==> config.mk <==
export PLATFORM = sky130hd
export DESIGN_NAME = tpc_combiner
export DESIGN_NICKNAME = d
export VERILOG_FILES = /design/src/core/tpc_pkg.sv /design/src/core/tpc_fifo_if.sv /design/src/core/tpc_fifo.sv /design/src/core/tpc_combiner.sv
export SDC_FILE = /design/constraint.sdc
export NUM_CORES = 1
export LEC_CHECK = 0
export ABC_CLOCK_PERIOD_IN_PS = 14080
export CAP_MARGIN = 0
export CORE_UTILIZATION = 45
export CTS_CLUSTER_DIAMETER = 200
export DETAILED_ROUTE_END_ITERATION = 10
export DONT_BUFFER_PORTS = 1
export HOLD_SLACK_MARGIN = 0.02
export PLACE_DENSITY = 0.69
export SLEW_MARGIN = 0
export SYNTH_ARGS = -nofsm -noshare
export SYNTH_HDL_FRONTEND = slang
export SYNTH_SLANG_ARGS = --single-unit
==> constraint.sdc <==
create_clock -name clk -period 14.08 [get_ports clk]
set_input_delay 1.408 -clock clk [delete_from_list [all_inputs] [get_ports clk]]
set_output_delay 1.408 -clock clk [all_outputs]
set_load 0.01 [all_outputs]
==> src/core/tpc_pkg.sv <==
/*
  Constants, field layouts, reset values and types for the test pattern
  element combiner. Assumes a 125 MHz pixel clock.
*/
package tpc_pkg;
  localparam int CLK_NS          = 8;
  localparam int ACT_LINE_NS     = 42400;
  localparam int ACT_LINE_CYC    = ACT_LINE_NS / CLK_NS;
  localparam int STRIPE_MIN_NS   = 7000;
  localparam int STRIPE_MIN_CYC  = (STRIPE_MIN_NS + CLK_NS - 1) / CLK_NS;
  localparam int STRIPE_X_CYC    = ACT_LINE_CYC / 4;
  localparam int STRIPE_W_CYC    = ACT_LINE_CYC / 2;
  localparam int COL_W_NS        = 100;
  localparam int COL_W_CYC       = (COL_W_NS + CLK_NS - 1) / CLK_NS;
  localparam int COL_SPACE_PPM   = 60500;
  localparam int COL_SPACE_CYC   = ACT_LINE_CYC * COL_SPACE_PPM / 1000000;
  localparam int FIELD_LINES     = 338;
  localparam int ROW_INTERVALS   = 15;
  localparam int ROW_SPACE_LINES = FIELD_LINES / ROW_INTERVALS;
  localparam int H_ACT_START     = 200;
  localparam int V_ACT_START     = 20;
  localparam int V_ACT_LINES     = 300;
  localparam int HW              = 13;
  localparam int VW              = 10;
  localparam int AW              = 8;
  localparam int NREG            = 7;
  localparam int FIFO_DEPTH      = 16;
  localparam int PIX_W           = 9;
  localparam logic [3:0] LEVEL_MAX  = 4'ha;
  localparam logic [7:0] LEVEL_STEP = 8'h19;
  localparam int CTRL_POL_BIT    = 4;
  localparam int CTRL_LVL_LSB    = 8;
  localparam int IDX_CTRL        = 0;
  localparam int IDX_STRIPE      = 4;
  localparam int IDX_STATUS      = 7;
  localparam logic [1:0] RESP_OKAY   = 2'h0;
  localparam logic [1:0] RESP_SLVERR = 2'h2;

  typedef enum logic [2:0] {
    FN_COLS   = 3'h0,
    FN_ROWS   = 3'h1,
    FN_GRID   = 3'h3,
    FN_DOTS   = 3'h2,
    FN_STRIPE = 3'h6
  } tpc_func_e;

  typedef enum logic [1:0] {
    BUS_IDLE = 2'h0,
    BUS_RESP = 2'h1
  } tpc_bus_e;

  function automatic logic [31:0] tpc_pk(int hi, int lo);
    return {3'h0, 13'(hi), 3'h0, 13'(lo)};
  endfunction: tpc_pk

  localparam logic [NREG-1:0][31:0] RST_REGS = {
    tpc_pk(V_ACT_LINES, V_ACT_START),
    tpc_pk(ACT_LINE_CYC, H_ACT_START),
    tpc_pk(STRIPE_W_CYC, STRIPE_X_CYC),
    tpc_pk(0, ROW_SPACE_LINES),
    tpc_pk(0, COL_W_CYC),
    tpc_pk(0, COL_SPACE_CYC),
    {20'h00000, LEVEL_MAX, 8'h00}};
  localparam logic [NREG-1:0][31:0] REG_MASK = {
    32'h03ff_03ff, 32'h1fff_1fff, 32'h1fff_1fff, 32'h03ff_03ff,
    32'h0000_1fff, 32'h1fff_1fff, 32'h0000_0f17};
endpackage: tpc_pkg

==> src/core/tpc_fifo_if.sv <==
/*
  Valid/ready carrier between the combiner and its output FIFO.
  Assumes one clock shared by both ends.
*/
`timescale 1ns/1ps
interface tpc_fifo_if #(parameter int W = 9);
  logic         in_valid;
  logic         in_ready;
  logic [W-1:0] in_data;
  logic         out_valid;
  logic         out_ready;
  logic [W-1:0] out_data;
  modport fifo (input in_valid, in_data, out_ready,
                output in_ready, out_valid, out_data);
  modport src  (output in_valid, in_data, input in_ready);
  modport snk  (input out_valid, out_data, output out_ready);
endinterface: tpc_fifo_if

==> src/core/tpc_fifo.sv <==
/*
  Flip-flop FIFO with valid/ready on both sides.
  Assumes power-of-two depth; state frozen while ce is low.
*/
`timescale 1ns/1ps
module tpc_fifo
  import tpc_pkg::*;
#(
  parameter int W     = PIX_W,
  parameter int DEPTH = FIFO_DEPTH
)(
  input wire logic clk,
  input wire logic srst,
  input wire logic ce,
  tpc_fifo_if.fifo f
);
  localparam int PW = $clog2(DEPTH);
  localparam int CW = $clog2(DEPTH + 1);

  typedef struct packed {
    logic [DEPTH-1:0][W-1:0] mem;
    logic [PW-1:0]           wp;
    logic [PW-1:0]           rp;
    logic [CW-1:0]           cnt;
  } tpc_fifo_s;

  tpc_fifo_s st;
  tpc_fifo_s next_st;
  logic      push;
  logic      pop;

  // handshakes are gated by ce so a frozen fifo never looks ready
  assign f.in_ready  = ce && (st.cnt < CW'(DEPTH));
  assign f.out_valid = ce && (st.cnt != '0);
  assign f.out_data  = st.mem[st.rp];
  assign push        = f.in_valid && f.in_ready;
  assign pop         = f.out_valid && f.out_ready;

  always_comb
  begin
    next_st = st;
    if (push)
    begin
      next_st.mem[st.wp] = f.in_data;
      next_st.wp         = st.wp + 1'b1;
    end
    if (pop)
      next_st.rp = st.rp + 1'b1;
    next_st.cnt = st.cnt + CW'(push) - CW'(pop);
    if (srst)
      next_st = '0;
  end

  always_ff @(posedge clk)
    if (srst || ce)
      st <= next_st;
endmodule: tpc_fifo

==> src/core/tpc_combiner.sv <==
/*
  Test pattern element combiner: column/row elements, grid, crosspoint
  and centred stripe, polarity and level, AXI4-Lite register slave and a
  16-word output FIFO. Assumes line and field drive arrive asynchronously
  as active-high pulses at least three clocks long.
  // Function
  // - white polarity: bright elements on black; black: dark on white
  // - polarity swaps brightness only, timing and geometry unchanged
  // - grid output is union of column and row elements
  // - crosspoint output lit only where column and row coincide
  // - grid columns reuse column spacing, width and position settings
  // - grid rows reuse row spacing and position settings
  // - dot width follows column width; positions follow grid settings
  // - stripe starts after quarter active line left margin
  // - stripe width programmable from 7.0 us, nominal half line
  // - nominal settings leave quarter line after stripe, centring it
  // - stripe clipped to active line on extreme settings
  // - level 0..10 scales active content only; blanking stays fixed
  // - columns every 0.0605 active line, about 0.10 us wide
  // - rows split field into 15, each one whole scan line
*/
// The implementer's own choices: the AXI4-Lite register port and the address map.
`timescale 1ns/1ps
module tpc_combiner
  import tpc_pkg::*;
(
  input  wire logic          clk,
  input  wire logic          srst,
  input  wire logic          ce,
  input  wire logic          line_drive,
  input  wire logic          field_drive,
  input  wire logic [AW-1:0] s_axi_awaddr,
  input  wire logic          s_axi_awvalid,
  output logic               s_axi_awready,
  input  wire logic [31:0]   s_axi_wdata,
  input  wire logic [3:0]    s_axi_wstrb,
  input  wire logic          s_axi_wvalid,
  output logic               s_axi_wready,
  output logic [1:0]         s_axi_bresp,
  output logic               s_axi_bvalid,
  input  wire logic          s_axi_bready,
  input  wire logic [AW-1:0] s_axi_araddr,
  input  wire logic          s_axi_arvalid,
  output logic               s_axi_arready,
  output logic [31:0]        s_axi_rdata,
  output logic [1:0]         s_axi_rresp,
  output logic               s_axi_rvalid,
  input  wire logic          s_axi_rready,
  output logic               vid_valid,
  input  wire logic          vid_ready,
  output logic [7:0]         vid_data,
  output logic               vid_active
);
  typedef struct packed {
    logic [2:0]             ld_s;
    logic [2:0]             fd_s;
    logic                   ld_st;
    logic                   fd_st;
    logic                   ld_pend;
    logic                   fd_pend;
    logic [HW-1:0]          hcnt;
    logic [HW-1:0]          cph;
    logic [VW-1:0]          vcnt;
    logic [VW-1:0]          rph;
    tpc_func_e              func_q;
    logic [NREG-1:0][31:0]  regs;
    tpc_bus_e               wst;
    tpc_bus_e               rst_q;
    logic                   aw_got;
    logic                   w_got;
    logic [AW-1:0]          awaddr;
    logic [31:0]            wdata;
    logic [3:0]             wstrb;
    logic [1:0]             bresp;
    logic [31:0]            rdata;
    logic [1:0]             rresp;
  } tpc_state_s;
  tpc_state_s    st;
  tpc_state_s    next_st;
  logic          adv;
  logic          ld_rise;
  logic          fd_rise;
  logic          ln_ev;
  logic          fl_ev;
  logic          h_act;
  logic          v_act;
  logic          hv_act;
  logic          col_on;
  logic          row_on;
  logic          stripe_on;
  logic          sel;
  logic          elem;
  logic          pix;
  logic          pol;
  logic [HW-1:0] hrel;
  logic [VW-1:0] vrel;
  logic [7:0]    lvl_val;
  logic [7:0]    vid;
  logic [HW-1:0] col_sp;
  logic [HW-1:0] col_off;
  logic [HW-1:0] col_w;
  logic [VW-1:0] row_sp;
  logic [VW-1:0] row_off;
  logic [HW-1:0] sx;
  logic [HW-1:0] sw;
  logic [HW-1:0] hstart;
  logic [HW-1:0] hlen;
  logic [VW-1:0] vstart;
  logic [VW-1:0] vlen;
  logic [3:0]    wdec;
  logic [3:0]    rdec;
  logic          aw_hs;
  logic          w_hs;
  logic          ar_hs;
  tpc_fifo_if #(.W(PIX_W)) fq ();
  // {hit, index}: aligned word inside the map, status included
  function automatic logic [3:0] reg_dec(input logic [AW-1:0] a);
    logic [5:0] w;
    w = a[AW-1:2];
    if (a[1:0] == 2'h0 && w <= 6'(IDX_STATUS))
      return {1'b1, w[2:0]};
    return 4'h0;
  endfunction: reg_dec
  function automatic logic [31:0] merge(input logic [31:0] old,
                                        input logic [31:0] nw,
                                        input logic [3:0]  be);
    logic [31:0] r;
    r = old;
    for (int i = 0; i < 4; i++)
      if (be[i])
        r[8*i +: 8] = nw[8*i +: 8];
    return r;
  endfunction: merge
  // one setting per field, shared by every function that reads that field
  assign col_sp  = st.regs[1][HW-1:0];
  assign col_off = st.regs[1][16 +: HW];
  assign col_w   = st.regs[2][HW-1:0];
  assign row_sp  = st.regs[3][VW-1:0];
  assign row_off = st.regs[3][16 +: VW];
  assign sx      = st.regs[IDX_STRIPE][HW-1:0];
  assign sw      = st.regs[IDX_STRIPE][16 +: HW];
  assign hstart  = st.regs[5][HW-1:0];
  assign hlen    = st.regs[5][16 +: HW];
  assign vstart  = st.regs[6][VW-1:0];
  assign vlen    = st.regs[6][16 +: VW];
  assign pol     = st.regs[IDX_CTRL][CTRL_POL_BIT];
  // a stalled output holds the pixel; drive edges wait as pending
  assign adv     = ce && fq.in_ready;
  assign ld_rise = st.ld_s[2] && st.ld_s[1] && !st.ld_st;
  assign fd_rise = st.fd_s[2] && st.fd_s[1] && !st.fd_st;
  assign ln_ev   = ld_rise || st.ld_pend;
  assign fl_ev   = fd_rise || st.fd_pend;
  assign hrel   = st.hcnt - hstart;
  assign vrel   = st.vcnt - vstart;
  assign h_act  = (st.hcnt >= hstart) && (hrel < hlen);
  assign v_act  = (st.vcnt >= vstart) && (vrel < vlen);
  assign hv_act = h_act && v_act;
  // column element lit for col_w clocks of each period
  assign col_on = st.cph < col_w;
  // row phase steps per line, so a row lights a whole line
  assign row_on = st.rph == '0;
  // stripe measured from active start, clipped by h_act
  assign stripe_on = (hrel >= sx) && ((hrel - sx) < sw);
  always_comb
  begin
    case (st.func_q)
      FN_COLS:   sel = col_on;
      FN_ROWS:   sel = row_on;
      FN_GRID:   sel = col_on || row_on;
      FN_DOTS:   sel = col_on && row_on;
      FN_STRIPE: sel = stripe_on;
      default:   sel = 1'b0;
    endcase
  end
  // background outside active area, ahead of polarity
  assign elem    = hv_act && sel;
  assign pix     = elem ^ pol;
  assign lvl_val = 8'(st.regs[IDX_CTRL][CTRL_LVL_LSB +: 4]) * LEVEL_STEP;
  // level scales active video; blanking held at zero
  assign vid     = (hv_act && pix) ? lvl_val : 8'h00;
  assign fq.in_valid  = ce && !srst;
  assign fq.in_data   = {hv_act, vid};
  assign fq.out_ready = vid_ready;
  assign vid_valid    = fq.out_valid;
  assign vid_data     = fq.out_data[7:0];
  assign vid_active   = fq.out_data[8];
  tpc_fifo #(.W(PIX_W), .DEPTH(FIFO_DEPTH)) u_fifo (
    .clk  (clk),
    .srst (srst),
    .ce   (ce),
    .f    (fq)
  );
  assign s_axi_awready = ce && !st.aw_got && st.wst == BUS_IDLE;
  assign s_axi_wready  = ce && !st.w_got && st.wst == BUS_IDLE;
  assign s_axi_bvalid  = st.wst == BUS_RESP;
  assign s_axi_bresp   = st.bresp;
  assign s_axi_arready = ce && st.rst_q == BUS_IDLE;
  assign s_axi_rvalid  = st.rst_q == BUS_RESP;
  assign s_axi_rdata   = st.rdata;
  assign s_axi_rresp   = st.rresp;
  assign aw_hs = s_axi_awvalid && s_axi_awready;
  assign w_hs  = s_axi_wvalid && s_axi_wready;
  assign ar_hs = s_axi_arvalid && s_axi_arready;
  assign wdec  = reg_dec(st.awaddr);
  assign rdec  = reg_dec(s_axi_araddr);
  always_comb
  begin
    logic [31:0] wv;
    wv = 32'h0;
    next_st = st;
    // stages two and three feed logic; stage one feeds stage two only
    next_st.ld_s = {st.ld_s[1:0], line_drive};
    next_st.fd_s = {st.fd_s[1:0], field_drive};
    if (st.ld_s[2] == st.ld_s[1])
      next_st.ld_st = st.ld_s[2];
    if (st.fd_s[2] == st.fd_s[1])
      next_st.fd_st = st.fd_s[2];
    if (adv)
    begin
      next_st.ld_pend = 1'b0;
      next_st.fd_pend = 1'b0;
      // counters restarted by the drive references
      if (ln_ev)
      begin
        next_st.hcnt = '0;
        next_st.cph  = col_off;
      end
      else
      begin
        if (st.hcnt != '1)
          next_st.hcnt = st.hcnt + 1'b1;
        // column period from the spacing setting
        if (st.hcnt >= hstart)
          next_st.cph = (st.cph + 1'b1 >= col_sp) ? '0 : st.cph + 1'b1;
      end
      if (fl_ev)
      begin
        next_st.vcnt   = '0;
        next_st.rph    = row_off;
        next_st.func_q = tpc_func_e'(st.regs[IDX_CTRL][2:0]);
      end
      else if (ln_ev)
      begin
        if (st.vcnt != '1)
          next_st.vcnt = st.vcnt + 1'b1;
        // row interval counted in whole lines
        if (st.vcnt >= vstart)
          next_st.rph = (st.rph + 1'b1 >= row_sp) ? '0 : st.rph + 1'b1;
      end
    end
    else
    begin
      next_st.ld_pend = st.ld_pend || ld_rise;
      next_st.fd_pend = st.fd_pend || fd_rise;
    end
    if (aw_hs)
    begin
      next_st.aw_got = 1'b1;
      next_st.awaddr = s_axi_awaddr;
    end
    if (w_hs)
    begin
      next_st.w_got = 1'b1;
      next_st.wdata = s_axi_wdata;
      next_st.wstrb = s_axi_wstrb;
    end
    case (st.wst)
      BUS_IDLE:
        if (st.aw_got && st.w_got)
        begin
          next_st.aw_got = 1'b0;
          next_st.w_got  = 1'b0;
          next_st.wst    = BUS_RESP;
          next_st.bresp  = RESP_SLVERR;
          if (wdec[3] && wdec[2:0] != 3'(IDX_STATUS))
          begin
            next_st.bresp = RESP_OKAY;
            wv = merge(st.regs[wdec[2:0]], st.wdata, st.wstrb)
                 & REG_MASK[wdec[2:0]];
            if (wdec[2:0] == 3'(IDX_CTRL)
                && wv[CTRL_LVL_LSB +: 4] > LEVEL_MAX)
              wv[CTRL_LVL_LSB +: 4] = LEVEL_MAX;
            // stripe width never below the minimum
            if (wdec[2:0] == 3'(IDX_STRIPE)
                && wv[16 +: HW] < HW'(STRIPE_MIN_CYC))
              wv[16 +: HW] = HW'(STRIPE_MIN_CYC);
            next_st.regs[wdec[2:0]] = wv;
          end
        end
      BUS_RESP:
        if (s_axi_bready)
          next_st.wst = BUS_IDLE;
      default:
        next_st.wst = BUS_IDLE;
    endcase
    case (st.rst_q)
      BUS_IDLE:
        if (ar_hs)
        begin
          next_st.rst_q = BUS_RESP;
          next_st.rresp = rdec[3] ? RESP_OKAY : RESP_SLVERR;
          if (!rdec[3])
            next_st.rdata = 32'h0;
          else if (rdec[2:0] == 3'(IDX_STATUS))
            next_st.rdata = {7'h00, pol, 5'h00, st.func_q, 6'h00,
                             st.vcnt};
          else
            next_st.rdata = st.regs[rdec[2:0]];
        end
      BUS_RESP:
        if (s_axi_rready)
          next_st.rst_q = BUS_IDLE;
      default:
        next_st.rst_q = BUS_IDLE;
    endcase
    if (srst)
    begin
      next_st        = '0;
      next_st.regs   = RST_REGS;
      next_st.func_q = FN_COLS;
    end
  end
  always_ff @(posedge clk)
    if (srst || ce)
      st <= next_st;
endmodule: tpc_combiner

==> results of run 1 <==
==> Yosys cell counts, drive strengths merged, types with 45 or more instances <==
master / n / area share
a21oi: 180 / 0.028
mux4: 45 / 0.032
o41ai: 100 / 0.028
and3: 77 / 0.015
nor2: 174 / 0.021
nor3: 49 / 0.0077
clkbuf: 208 / 0.025
nor2b: 97 / 0.019
edfxtp: 516 / 0.49
a211oi: 56 / 0.015
ha: 133 / 0.052
nand2: 358 / 0.042
inv: 158 / 0.019
nand3: 168 / 0.026
and2: 46 / 0.0091
o21ai: 169 / 0.027
buf: 57 / 0.011
==> how the worst max path moves through the flow <==
stage	endpoint	slack, ns	depth (start not counted)
after global routing	u_fifo.st[130]	6.40	24
after global placement	u_fifo.st[140]	6.83	24
after detailed placement	u_fifo.st[85]	6.83	24
after CTS	u_fifo.st[144]	6.84	24
after floorplan	col_off[0]	1.71	5
final	u_fifo.st[85]	6.77	24
==> worst reg2reg max path, stage by stage (launching register included) <==
cell and delay, ns:
edfxtp_1 0.53, ha_1 0.24, inv_1 0.06, fa_1 0.39, a21o_1 0.19, a21oi_1 0.22, o21bai_1 0.09, a21oi_1 0.22
o21ai_0 0.22, a21o_1 0.22, a21oi_1 0.18, xnor2_1 0.22, ha_1 0.34, inv_1 0.13, o21bai_1 0.09, a21oi_1 0.20
o21ai_0 0.14, xnor2_1 0.16, ha_1 0.30, nand4_1 0.07, or4_1 0.52, a41oi_1 0.59, xor2_4 0.60, buf_4 0.85
o41ai_1 0.30
==> metal layers <==
metal  vias up  wire length, um  GRT usage
li1      11400                -          -
met2      1668            44500      0.416
met1     12300            41100      0.396
met3       317            12300     0.0645
met5         -               25   0.000693
met4         4             5650      0.143
==> flip-flops by register name, summed over array words and instances, names as in the netlist <==
name and cells:
col_off 13, col_sp 13, col_w 13, hlen 13, hstart 13, pol 1
row_off 10, row_sp 10, s_axi_bresp 1, s_axi_rdata 32, s_axi_rresp 1, st 239
u_fifo.st 157
==> cell type report <==
| type | instances | area share |
|---|---|---|
| clock inverters | 40 | 0.0152 |
| multi-input cells | 2161 | 0.427 |
| flip-flops and latches | 516 | 0.453 |
| inverters | 158 | 0.0176 |
| clock buffers | 66 | 0.0433 |
| well taps | 940 | 0.0344 |
| repair buffers | 45 | 0.00988 |
==> stage by stage <==
step	instances	utilization	hold WS, ns
6_report	3926	0.489	0.520
2_1_floorplan	3100	-	0.509
3_5_place_dp	3820	0.461	0.523
4_1_cts	3926	0.489	0.521
5_1_grt	3926	0.489	0.525
3_3_place_gp	3820	0.461	0.519
==> cells by family (layout without fill, tap and decap cells) <==
group | count (synthesis) | after routing | share of synthesized area
other | 1 | 2 | 0.000118
DFF | 516 | 516 | 0.488
and+or+nand+nor | 1049 | 1049 | 0.159
adders and majority gates | 138 | 138 | 0.0555
xor gates and xnor gates | 72 | 72 | 0.0199
AOI/OAI and AO/OA | 815 | 815 | 0.178
buffers and inverters | 423 | 309 | 0.0545
muxes | 85 | 85 | 0.0457
==> power by group <==
| part | internal, mW | total (mW) | switching [mW] |
|---|---|---|---|
| sequential | 1.93 | 2.10 | 0.165 |
| clock | 0.942 | 1.61 | 0.669 |
| combinational | 0.442 | 1.16 | 0.722 |
| total | 3.32 | 4.87 | 1.56 |
==> impl_results.html, run 1 <==
<table>
<tr><th>Metric</th><th>Value</th></tr>
<tr><th colspan="2">Critical path</th></tr>
<tr><td>Critical path buffers and inverters</td><td>3</td></tr>
<tr><td>Startpoint of the most critical register-to-register path</td><td>hstart[0]</td></tr>
<tr><td>Worst setup startpoint</td><td>hstart[0]</td></tr>
<tr><td>Data arrival at the endpoint of the critical path</td><td>7.68 ns</td></tr>
<tr><td>Reg2Reg Depth</td><td>24</td></tr>
<tr><td>Largest incremental delay on the critical path</td><td>0.85 ns</td></tr>
<tr><td>CP max-delay cell</td><td>buf_4</td></tr>
<tr><td>Family with the most delay on the worst path</td><td>compound AO/OA/AOI/OAI gates</td></tr>
<tr><td>Worst Path Class, Setup</td><td>flip-flop to flip-flop</td></tr>
<tr><td>CP startpoint kind</td><td>flip-flop</td></tr>
<tr><td>Crit end category</td><td>flip-flop</td></tr>
<tr><td>WP data required</td><td>14.45 ns</td></tr>
<tr><td>Largest fanout of any net on the critical path</td><td>89</td></tr>
<tr><td>R2R Path End</td><td>u_fifo.st[85]</td></tr>
<tr><td>Cell chain of the critical path</td><td>ha_1 -&gt; inv_1 -&gt; fa_1 -&gt; a21o_1 -&gt; a21oi_1 -&gt; o21bai_1 -&gt; a21oi_1 -&gt; o21ai_0 -&gt; a21o_1 -&gt; a21oi_1 -&gt; xnor2_1 -&gt; ha_1 -&gt; inv_1 -&gt; o21bai_1 -&gt; a21oi_1 -&gt; o21ai_0 -&gt; xnor2_1 -&gt; ha_1 -&gt; nand4_1 -&gt; or4_1 -&gt; a41oi_1 -&gt; xor2_4 -&gt; buf_4 -&gt; o41ai_1</td></tr>
<tr><td>Most numerous cell on the critical path</td><td>a21oi_1</td></tr>
<tr><td>Flop-to-flop setup slack</td><td>6.77 ns</td></tr>
<tr><th colspan="2">Clocking</th></tr>
<tr><td>Clk sink count</td><td>516</td></tr>
<tr><td>Maximum number of buffers from clock root to sink</td><td>3</td></tr>
<tr><td>Count of hold-fix buffers inserted at cts</td><td>0</td></tr>
<tr><td>Master cell of the clock root buffer</td><td>clkbuf_16</td></tr>
<tr><td>Clock transition at the register clock pins on the worst setup and hold paths after CTS</td><td>0.06 ns</td></tr>
<tr><td>Skew-Pair Late Insertion Delay</td><td>0.67 ns</td></tr>
<tr><td>Number of levels the H-tree was split into</td><td>2</td></tr>
<tr><td>Number of clock buffers inserted by TritonCTS</td><td>58</td></tr>
<tr><td>Buffer count from post-CTS setup fixing</td><td>0</td></tr>
<tr><td>TritonCTS clock tree</td><td>yes</td></tr>
<tr><td>Quantity of gates resized following cts</td><td>0</td></tr>
<tr><th colspan="2">Cells and area</th></tr>
<tr><td>Area growth, synth to finish</td><td>7.68%</td></tr>
<tr><td>Most common cell after layout, fill and taps aside</td><td>edfxtp_1</td></tr>
<tr><td>Register cell area after layout</td><td>15500 um2</td></tr>
<tr><td># diodes</td><td>0</td></tr>
<tr><td>Number of inserted filler cells in the final layout</td><td>6352</td></tr>
<tr><td>Post-layout instance area</td><td>34200 um2</td></tr>
<tr><td>Net count reported at finish</td><td>3141</td></tr>
<tr><td>Commonest cells after routing, fill and taps aside</td><td>edfxtp_1 (516), nand2_1 (355), a21oi_1 (179)</td></tr>
<tr><td>Fraction of final layout cells with drive strength greater than 1</td><td>0.0857</td></tr>
<tr><td>Combined area of the multi-input logic cells</td><td>14600 um2</td></tr>
<tr><th colspan="2">Job</th></tr>
<tr><td>Max Cap Violations</td><td>0</td></tr>
<tr><th colspan="2">STA</th></tr>
<tr><td>Final worst-path cycle share</td><td>0.519</td></tr>
<tr><td>Max Clock Skew</td><td>0.0601 ns</td></tr>
<tr><td>Setup WS post-layout</td><td>6.77 ns</td></tr>
<tr><td>Number of hold-slack violations in the final timing report</td><td>0</td></tr>
<tr><td>Final-layout setup total negative slack</td><td>0 ns</td></tr>
<tr><td>Minimum clock period after layout</td><td>7.31 ns</td></tr>
<tr><td>Top achievable clock speed</td><td>0.137 GHz</td></tr>
<tr><td>Count of final setup violators</td><td>0</td></tr>
<tr><td>RSZ-0062 raised after global routing</td><td>false</td></tr>
<tr><td>Relative slew slack</td><td>0.141</td></tr>
<tr><td>Slew at the pin with the worst max-slew slack</td><td>1.29 ns</td></tr>
<tr><td>Max-slew violations</td><td>0</td></tr>
<tr><th colspan="2">Hold path</th></tr>
<tr><td>Startpoint of the lowest-slack hold path</td><td>st[366]</td></tr>
<tr><td>Hold Path Sink</td><td>st[367]</td></tr>
<tr><td>Min-Delay Path Depth</td><td>1</td></tr>
<tr><td>Path category of the worst min-delay check</td><td>flip-flop to flip-flop</td></tr>
<tr><th colspan="2">Drt</th></tr>
<tr><td>Number of remaining DRC errors</td><td>0</td></tr>
<tr><td>Via-to-Cell Ratio</td><td>6.53</td></tr>
<tr><td>1st-pass router iterations</td><td>6</td></tr>
<tr><td>Vias</td><td>25700</td></tr>
<tr><td>Number of design-rule violations left by the first detailed-router iteration</td><td>3893</td></tr>
<tr><td>DRT antenna net count</td><td>0</td></tr>
<tr><td>WL/cell</td><td>26.4 um</td></tr>
<tr><td>Aggregate routed wire length</td><td>104 mm</td></tr>
<tr><th colspan="2">Place</th></tr>
<tr><td>GP Congestion</td><td>1.03</td></tr>
<tr><td>Buffers on Ports</td><td>0</td></tr>
<tr><td>Post-Place Worst Slack</td><td>6.83 ns</td></tr>
<tr><td>Cell area after placement</td><td>32200 um2</td></tr>
<tr><td>Detailed-placement wirelength estimate</td><td>70.1 mm</td></tr>
<tr><th colspan="2">Floorplan</th></tr>
<tr><td>DIE AREA</td><td>71700 um2</td></tr>
<tr><td>Horizontal extent of the die</td><td>268 um</td></tr>
<tr><td>Number of cell rows</td><td>97</td></tr>
<tr><td>Core outline area</td><td>69900 um2</td></tr>
<tr><td>Starting density of the core</td><td>0.454</td></tr>
<tr><td>Num ports</td><td>114</td></tr>
<tr><td>Chip height</td><td>268 um</td></tr>
<tr><th colspan="2">Yosys</th></tr>
<tr><td>Synth cell types</td><td>87</td></tr>
<tr><td>Predominant post-synthesis flop cell</td><td>edfxtp_1</td></tr>
<tr><td>Number of flip-flops and latches in the synthesized netlist</td><td>516</td></tr>
<tr><td>Share of synthesized registers carrying an async set or reset</td><td>0</td></tr>
<tr><td>Post-synthesis instance area</td><td>31800 um2</td></tr>
<tr><td>Gate Count Post-Synth</td><td>3099</td></tr>
<tr><td>Number of enable flip-flop cells after synthesis</td><td>516</td></tr>
<tr><td>Post-Syn Area per Cell</td><td>10.3 um2</td></tr>
<tr><td>Yosys warning count</td><td>0</td></tr>
<tr><td>Share of the yosys chip area belonging to registers</td><td>0.488</td></tr>
<tr><th colspan="2">Global routing</th></tr>
<tr><td>Via count of the first global-routing pass</td><td>23800</td></tr>
<tr><td>Combined global-route utilization of all metal layers</td><td>0.285</td></tr>
<tr><td>Pin count of the biggest net entering global routing</td><td>188</td></tr>
<tr><td>Total grt overflow</td><td>0</td></tr>
<tr><td>Wire length of the first global-routing pass</td><td>153 mm</td></tr>
<tr><td>Antenna violations before repair</td><td>4</td></tr>
<tr><th colspan="2">Pwr</th></tr>
<tr><td>Power Density</td><td>142 nW/um2</td></tr>
<tr><td>Peak VDD IR</td><td>0.117 mV</td></tr>
<tr><td>Lkg Pwr</td><td>12.6 nW</td></tr>
<tr><td>Final total power</td><td>4.87 mW</td></tr>
<tr><th colspan="2">Run status</th></tr>
<tr><td>Outcome</td><td>finished, final reports clean</td></tr>
</table>
Note: power is estimated with default switching activity, not from simulation.
==> inputs of run 2 (changes only) <==
- ABC_AREA: not set -> 1
- ABC_CLOCK_PERIOD_IN_PS: 14080 -> 5860
- PLACE_DENSITY: 0.69 -> 0.71
- clock period: 14.08 -> 5.86 ns (I/O delays scaled with it)
==> run 2 against run 1 <==
Net effect:
- power rose by 120%
- via count rose by 3.6%
- clock skew fell by 0.0057 ns
- combinational power rose by 96%
- worst hold slack got worse by 0.41 ns
- setup slack got worse by 6.4 ns
- synthesized area fell by 2.0%
- sequential cell count did not move
- critical endpoint is now u_fifo.st[35]
- largest power group unchanged
- highest routed layer unchanged
==> impl_results.html, run 2 <==
<table>
<tr><th>Metric</th><th>Value</th></tr>
<tr><th colspan="2">Clocking</th></tr>
<tr><td>Number of clock buffers inserted by TritonCTS</td><td>59 (was 58)</td></tr>
<tr><td>TritonCTS clock tree</td><td>yes (unchanged)</td></tr>
<tr><td>Skew-Pair Late Insertion Delay</td><td>0.68 ns (was 0.67 ns)</td></tr>
<tr><td>Clock transition at the register clock pins on the worst setup and hold paths after CTS</td><td>0.06 ns (about the same)</td></tr>
<tr><td>Maximum number of buffers from clock root to sink</td><td>3 (unchanged)</td></tr>
<tr><td>Count of hold-fix buffers inserted at cts</td><td>0 (unchanged)</td></tr>
<tr><td>Clk sink count</td><td>516 (unchanged)</td></tr>
<tr><td>Number of levels the H-tree was split into</td><td>2 (unchanged)</td></tr>
<tr><td>Buffer count from post-CTS setup fixing</td><td>0 (unchanged)</td></tr>
<tr><td>Master cell of the clock root buffer</td><td>clkbuf_16 (unchanged)</td></tr>
<tr><th colspan="2">Pwr</th></tr>
<tr><td>Lkg Pwr</td><td>13.8 nW (was 12.6 nW)</td></tr>
<tr><td>Power Density</td><td>321 nW/um2 (was 142 nW/um2)</td></tr>
<tr><td>Peak VDD IR</td><td>0.243 mV (was 0.117 mV)</td></tr>
<tr><td>Final total power</td><td>10.9 mW (was 4.87 mW)</td></tr>
<tr><th colspan="2">Drt</th></tr>
<tr><td>WL/cell</td><td>23.2 um (was 26.4 um)</td></tr>
<tr><td>Metal3 WL</td><td>11.9 mm (was 12.3 mm)</td></tr>
<tr><td>Vias</td><td>26600 (was 25700)</td></tr>
<tr><td>Aggregate routed wire length</td><td>102 mm (was 104 mm)</td></tr>
<tr><td>Number of remaining DRC errors</td><td>0 (unchanged)</td></tr>
<tr><td>Total met2 wirelength after detailed routing</td><td>43.4 mm (was 44.5 mm)</td></tr>
<tr><td>Number of design-rule violations left by the first detailed-router iteration</td><td>3667 (was 3893)</td></tr>
<tr><td>DRT antenna net count</td><td>0 (unchanged)</td></tr>
<tr><td>Total routed wire length on the met1 layer</td><td>40.3 mm (was 41.1 mm)</td></tr>
<tr><td>Via-to-Cell Ratio</td><td>6.06 (was 6.53)</td></tr>
<tr><td>Uppermost routed layer</td><td>met5 (unchanged)</td></tr>
<tr><td>1st-pass router iterations</td><td>6 (unchanged)</td></tr>
<tr><th colspan="2">Cells and area</th></tr>
<tr><td>Number of inserted filler cells in the final layout</td><td>6378 (was 6352)</td></tr>
<tr><td>Area growth, synth to finish</td><td>8.78% (was 7.68%)</td></tr>
<tr><td>Register with the most flip-flops</td><td>st (unchanged)</td></tr>
<tr><td># diodes</td><td>0 (unchanged)</td></tr>
<tr><td>Fraction of final layout cells with drive strength greater than 1</td><td>0.0619 (was 0.0857)</td></tr>
<tr><td>Net count reported at finish</td><td>3657 (was 3141)</td></tr>
<tr><td>Number of flip-flops in the largest register</td><td>239 (unchanged)</td></tr>
<tr><td>Commonest cells after routing, fill and taps aside</td><td>nand2_1 (528), edfxtp_1 (516), inv_1 (468) (was edfxtp_1 (516), nand2_1 (355), a21oi_1 (179))</td></tr>
<tr><td>Most common cell after layout, fill and taps aside</td><td>nand2_1 (was edfxtp_1)</td></tr>
<tr><th colspan="2">Global routing</th></tr>
<tr><td>Combined global-route utilization of all metal layers</td><td>0.285 (about the same)</td></tr>
<tr><td>Wire length of the first global-routing pass</td><td>152 mm (was 153 mm)</td></tr>
<tr><td>Antenna violations before repair</td><td>2 (was 4)</td></tr>
<tr><td>Pin count of the biggest net entering global routing</td><td>175 (was 188)</td></tr>
<tr><td>Via count of the first global-routing pass</td><td>24700 (was 23800)</td></tr>
<tr><td>Total grt overflow</td><td>0 (unchanged)</td></tr>
<tr><th colspan="2">Yosys</th></tr>
<tr><td>Post-synthesis instance area</td><td>31100 um2 (was 31800 um2)</td></tr>
<tr><td>Share of synthesized registers carrying an async set or reset</td><td>0 (unchanged)</td></tr>
<tr><td>Number of flip-flops and latches in the synthesized netlist</td><td>516 (unchanged)</td></tr>
<tr><td>Number of enable flip-flop cells after synthesis</td><td>516 (unchanged)</td></tr>
<tr><td>Gate Count Post-Synth</td><td>3543 (was 3099)</td></tr>
<tr><td>Most instantiated cells after synthesis</td><td>nand2_1 (534), edfxtp_1 (516), inv_1 (470) (was edfxtp_1 (516), nand2_1 (358), clkbuf_1 (207))</td></tr>
<tr><td>Share of the yosys chip area belonging to registers</td><td>0.498 (was 0.488)</td></tr>
<tr><td>Most area-hungry cell type in the Yosys netlist</td><td>edfxtp_1 (unchanged)</td></tr>
<tr><td>Predominant post-synthesis flop cell</td><td>edfxtp_1 (unchanged)</td></tr>
<tr><td>Synth cell types</td><td>62 (was 87)</td></tr>
<tr><td>Leading cell type by number of instances after synthesis</td><td>nand2_1 (was edfxtp_1)</td></tr>
<tr><td>Share of Yosys cell area claimed by the top area cell type</td><td>0.498 (was 0.488)</td></tr>
<tr><td>Post-Syn Area per Cell</td><td>8.79 um2 (was 10.3 um2)</td></tr>
<tr><td>Yosys warning count</td><td>0 (unchanged)</td></tr>
<tr><td>Leading cell types by total area after synthesis</td><td>edfxtp_1 (50%), a21oi_1 (6.4%), nand2_1 (6.4%), o21ai_0 (6.4%), inv_1 (5.7%) (was edfxtp_1 (49%), ha_1 (5.2%), nand2_1 (4.2%), mux4_2 (3.2%), a21oi_1 (2.8%))</td></tr>
<tr><th colspan="2">Place</th></tr>
<tr><td>Post-Place Worst Slack</td><td>0.202 ns (was 6.83 ns)</td></tr>
<tr><td>Detailed-placement wirelength estimate</td><td>69.8 mm (was 70.1 mm)</td></tr>
<tr><td>Buffers on Ports</td><td>0 (unchanged)</td></tr>
<tr><td>GP Congestion</td><td>0.966 (was 1.03)</td></tr>
<tr><th colspan="2">STA</th></tr>
<tr><td>Final worst-path cycle share</td><td>0.944 (was 0.519)</td></tr>
<tr><td>Number of hold-slack violations in the final timing report</td><td>0 (unchanged)</td></tr>
<tr><td>Max Clock Skew</td><td>0.0544 ns (was 0.0601 ns)</td></tr>
<tr><td>Max-slew violations</td><td>0 (unchanged)</td></tr>
<tr><td>Worst hold margin</td><td>0.106 ns (was 0.520 ns)</td></tr>
<tr><td>Top achievable clock speed</td><td>0.181 GHz (was 0.137 GHz)</td></tr>
<tr><td>Setup WS post-layout</td><td>0.331 ns (was 6.77 ns)</td></tr>
<tr><td>Relative slew slack</td><td>0.168 (was 0.141)</td></tr>
<tr><td>Count of final setup violators</td><td>0 (unchanged)</td></tr>
<tr><td>Final-layout setup total negative slack</td><td>0 ns (unchanged)</td></tr>
<tr><td>Slew at the pin with the worst max-slew slack</td><td>1.25 ns (was 1.29 ns)</td></tr>
<tr><td>Minimum clock period after layout</td><td>5.53 ns (was 7.31 ns)</td></tr>
<tr><th colspan="2">Floorplan</th></tr>
<tr><td>Core outline area</td><td>68500 um2 (was 69900 um2)</td></tr>
<tr><td>Starting density of the core</td><td>0.455 (was 0.454)</td></tr>
<tr><td>DIE AREA</td><td>70200 um2 (was 71700 um2)</td></tr>
<tr><td>Number of cell rows</td><td>96 (was 97)</td></tr>
<tr><td>Num ports</td><td>114 (unchanged)</td></tr>
<tr><td>Horizontal extent of the die</td><td>265 um (was 268 um)</td></tr>
<tr><td>Chip height</td><td>265 um (was 268 um)</td></tr>
<tr><th colspan="2">Hold path</th></tr>
<tr><td>Path category of the worst min-delay check</td><td>primary input to flip-flop (was flip-flop to flip-flop)</td></tr>
<tr><th colspan="2">Critical path</th></tr>
<tr><td>WP data required</td><td>6.26 ns (was 14.45 ns)</td></tr>
<tr><td>Worst Path Class, Setup</td><td>flip-flop to flip-flop (unchanged)</td></tr>
<tr><td>Largest fanout of any net on the critical path</td><td>16 (was 89)</td></tr>
<tr><td>Data arrival at the endpoint of the critical path</td><td>5.93 ns (was 7.68 ns)</td></tr>
<tr><td>CP startpoint kind</td><td>flip-flop (unchanged)</td></tr>
<tr><td>Crit end category</td><td>flip-flop (unchanged)</td></tr>
<tr><th colspan="2">Job</th></tr>
<tr><td>Max Cap Violations</td><td>0 (unchanged)</td></tr>
<tr><th colspan="2">Run status</th></tr>
<tr><td>Outcome</td><td>finished, final reports clean (unchanged)</td></tr>
</table>
-- run 2: changes by cell type after synthesis, sizes merged, moves of 71 or more --
cell,delta
o22ai,+72
nor2,+119
a21oi,+222
o21ai,+239
nand2,+188
inv,+319
nor2b,-96
clkbuf,-71
o41ai,-100
and3,-76
-- run 2: layout make-up --
type / count / area, um2 / share of cell area
Tap cell: 882 / 1100 / 0.0326
Multi-Input combinational cell: 2328 / 12900 / 0.382
Inverter: 485 / 1830 / 0.0540
Clock inverter: 47 / 492 / 0.0145
Clock buffer: 64 / 1500 / 0.0442
Timing Repair Buffer: 66 / 520 / 0.0154
Sequential cell: 516 / 15500 / 0.458
-- run 2: routing by layer --
| metal | vias up | GRT usage |
|---|---|---|
| li1 | 12200 | - |
| met1 | 12400 | 0.383 |
| met2 | 1628 | 0.424 |
| met3 | 337 | 0.0740 |
| met4 | 4 | 0.150 |
| met5 | - | 0 |
-- run 2: path summary, 6_finish.rpt --
check,from,endpoint,slack [ns],cells after the start
worst min-delay path,s_axi_wdata[21],st[61],0.11,2
worst max-delay path,st[346],u_fifo.st[35],0.33,27
worst min register to register,st[366],st[367],0.55,2
worst max register to register,st[346],u_fifo.st[35],0.33,27
-- run 2: what timing repair did --
item / 4_1_cts / 5_1_grt
hold endpoints to repair: 0 / 0
endpoints found under the setup margin: 0 / 128
resized for setup: 0 / 9
-- run 2: critical path, cell delays in order (launching register included) --
cell and delay [ns]:
edfxtp_1 0.43, inv_1 0.08, ha_1 0.14, inv_1 0.06, fa_1 0.40, nand2_1 0.09, nand2_1 0.08, nand3_1 0.08
nand2_1 0.08, nand2_1 0.06, nand2_1 0.06, a21oi_2 0.24, o21ai_0 0.14, xor2_1 0.28, ha_1 0.35, inv_1 0.10
o21bai_1 0.08, a221oi_1 0.36, xor2_1 0.20, ha_1 0.27, a2111o_1 0.37, a211oi_1 0.27, nand2_2 0.23, nand2_1 0.12
nand2_2 0.19, nand4_1 0.15, buf_4 0.25, a21oi_1 0.11
-- run 2: power breakdown --
group | switching, mW | internal, mW
Combinational | 1.53 | 0.742
Clock | 1.66 | 2.17
Sequential | 0.252 | 4.53
-- run 2: kinds of logic after synthesis --
family                     after synthesis  share of synthesized area
buffers and inverters                  700                     0.0904
AOI/OAI and AO/OA                     1058                      0.189
adders and majority gates              138                     0.0567
muxes                                   35                     0.0113
other                                    1                   0.000120
and+or+nand+nor                       1046                      0.141
xor gates and xnor gates                49                     0.0138
DFF                                    516                      0.498
-- run 2: stage by stage --
step	cell area, um2	utilization	std cells
floorplan	31200	-	3544
global placement	31800	0.465	4277
detailed placement	31800	0.465	4277
CTS	33800	0.494	4388
global route	33900	0.495	4388
finish	33900	0.495	4388
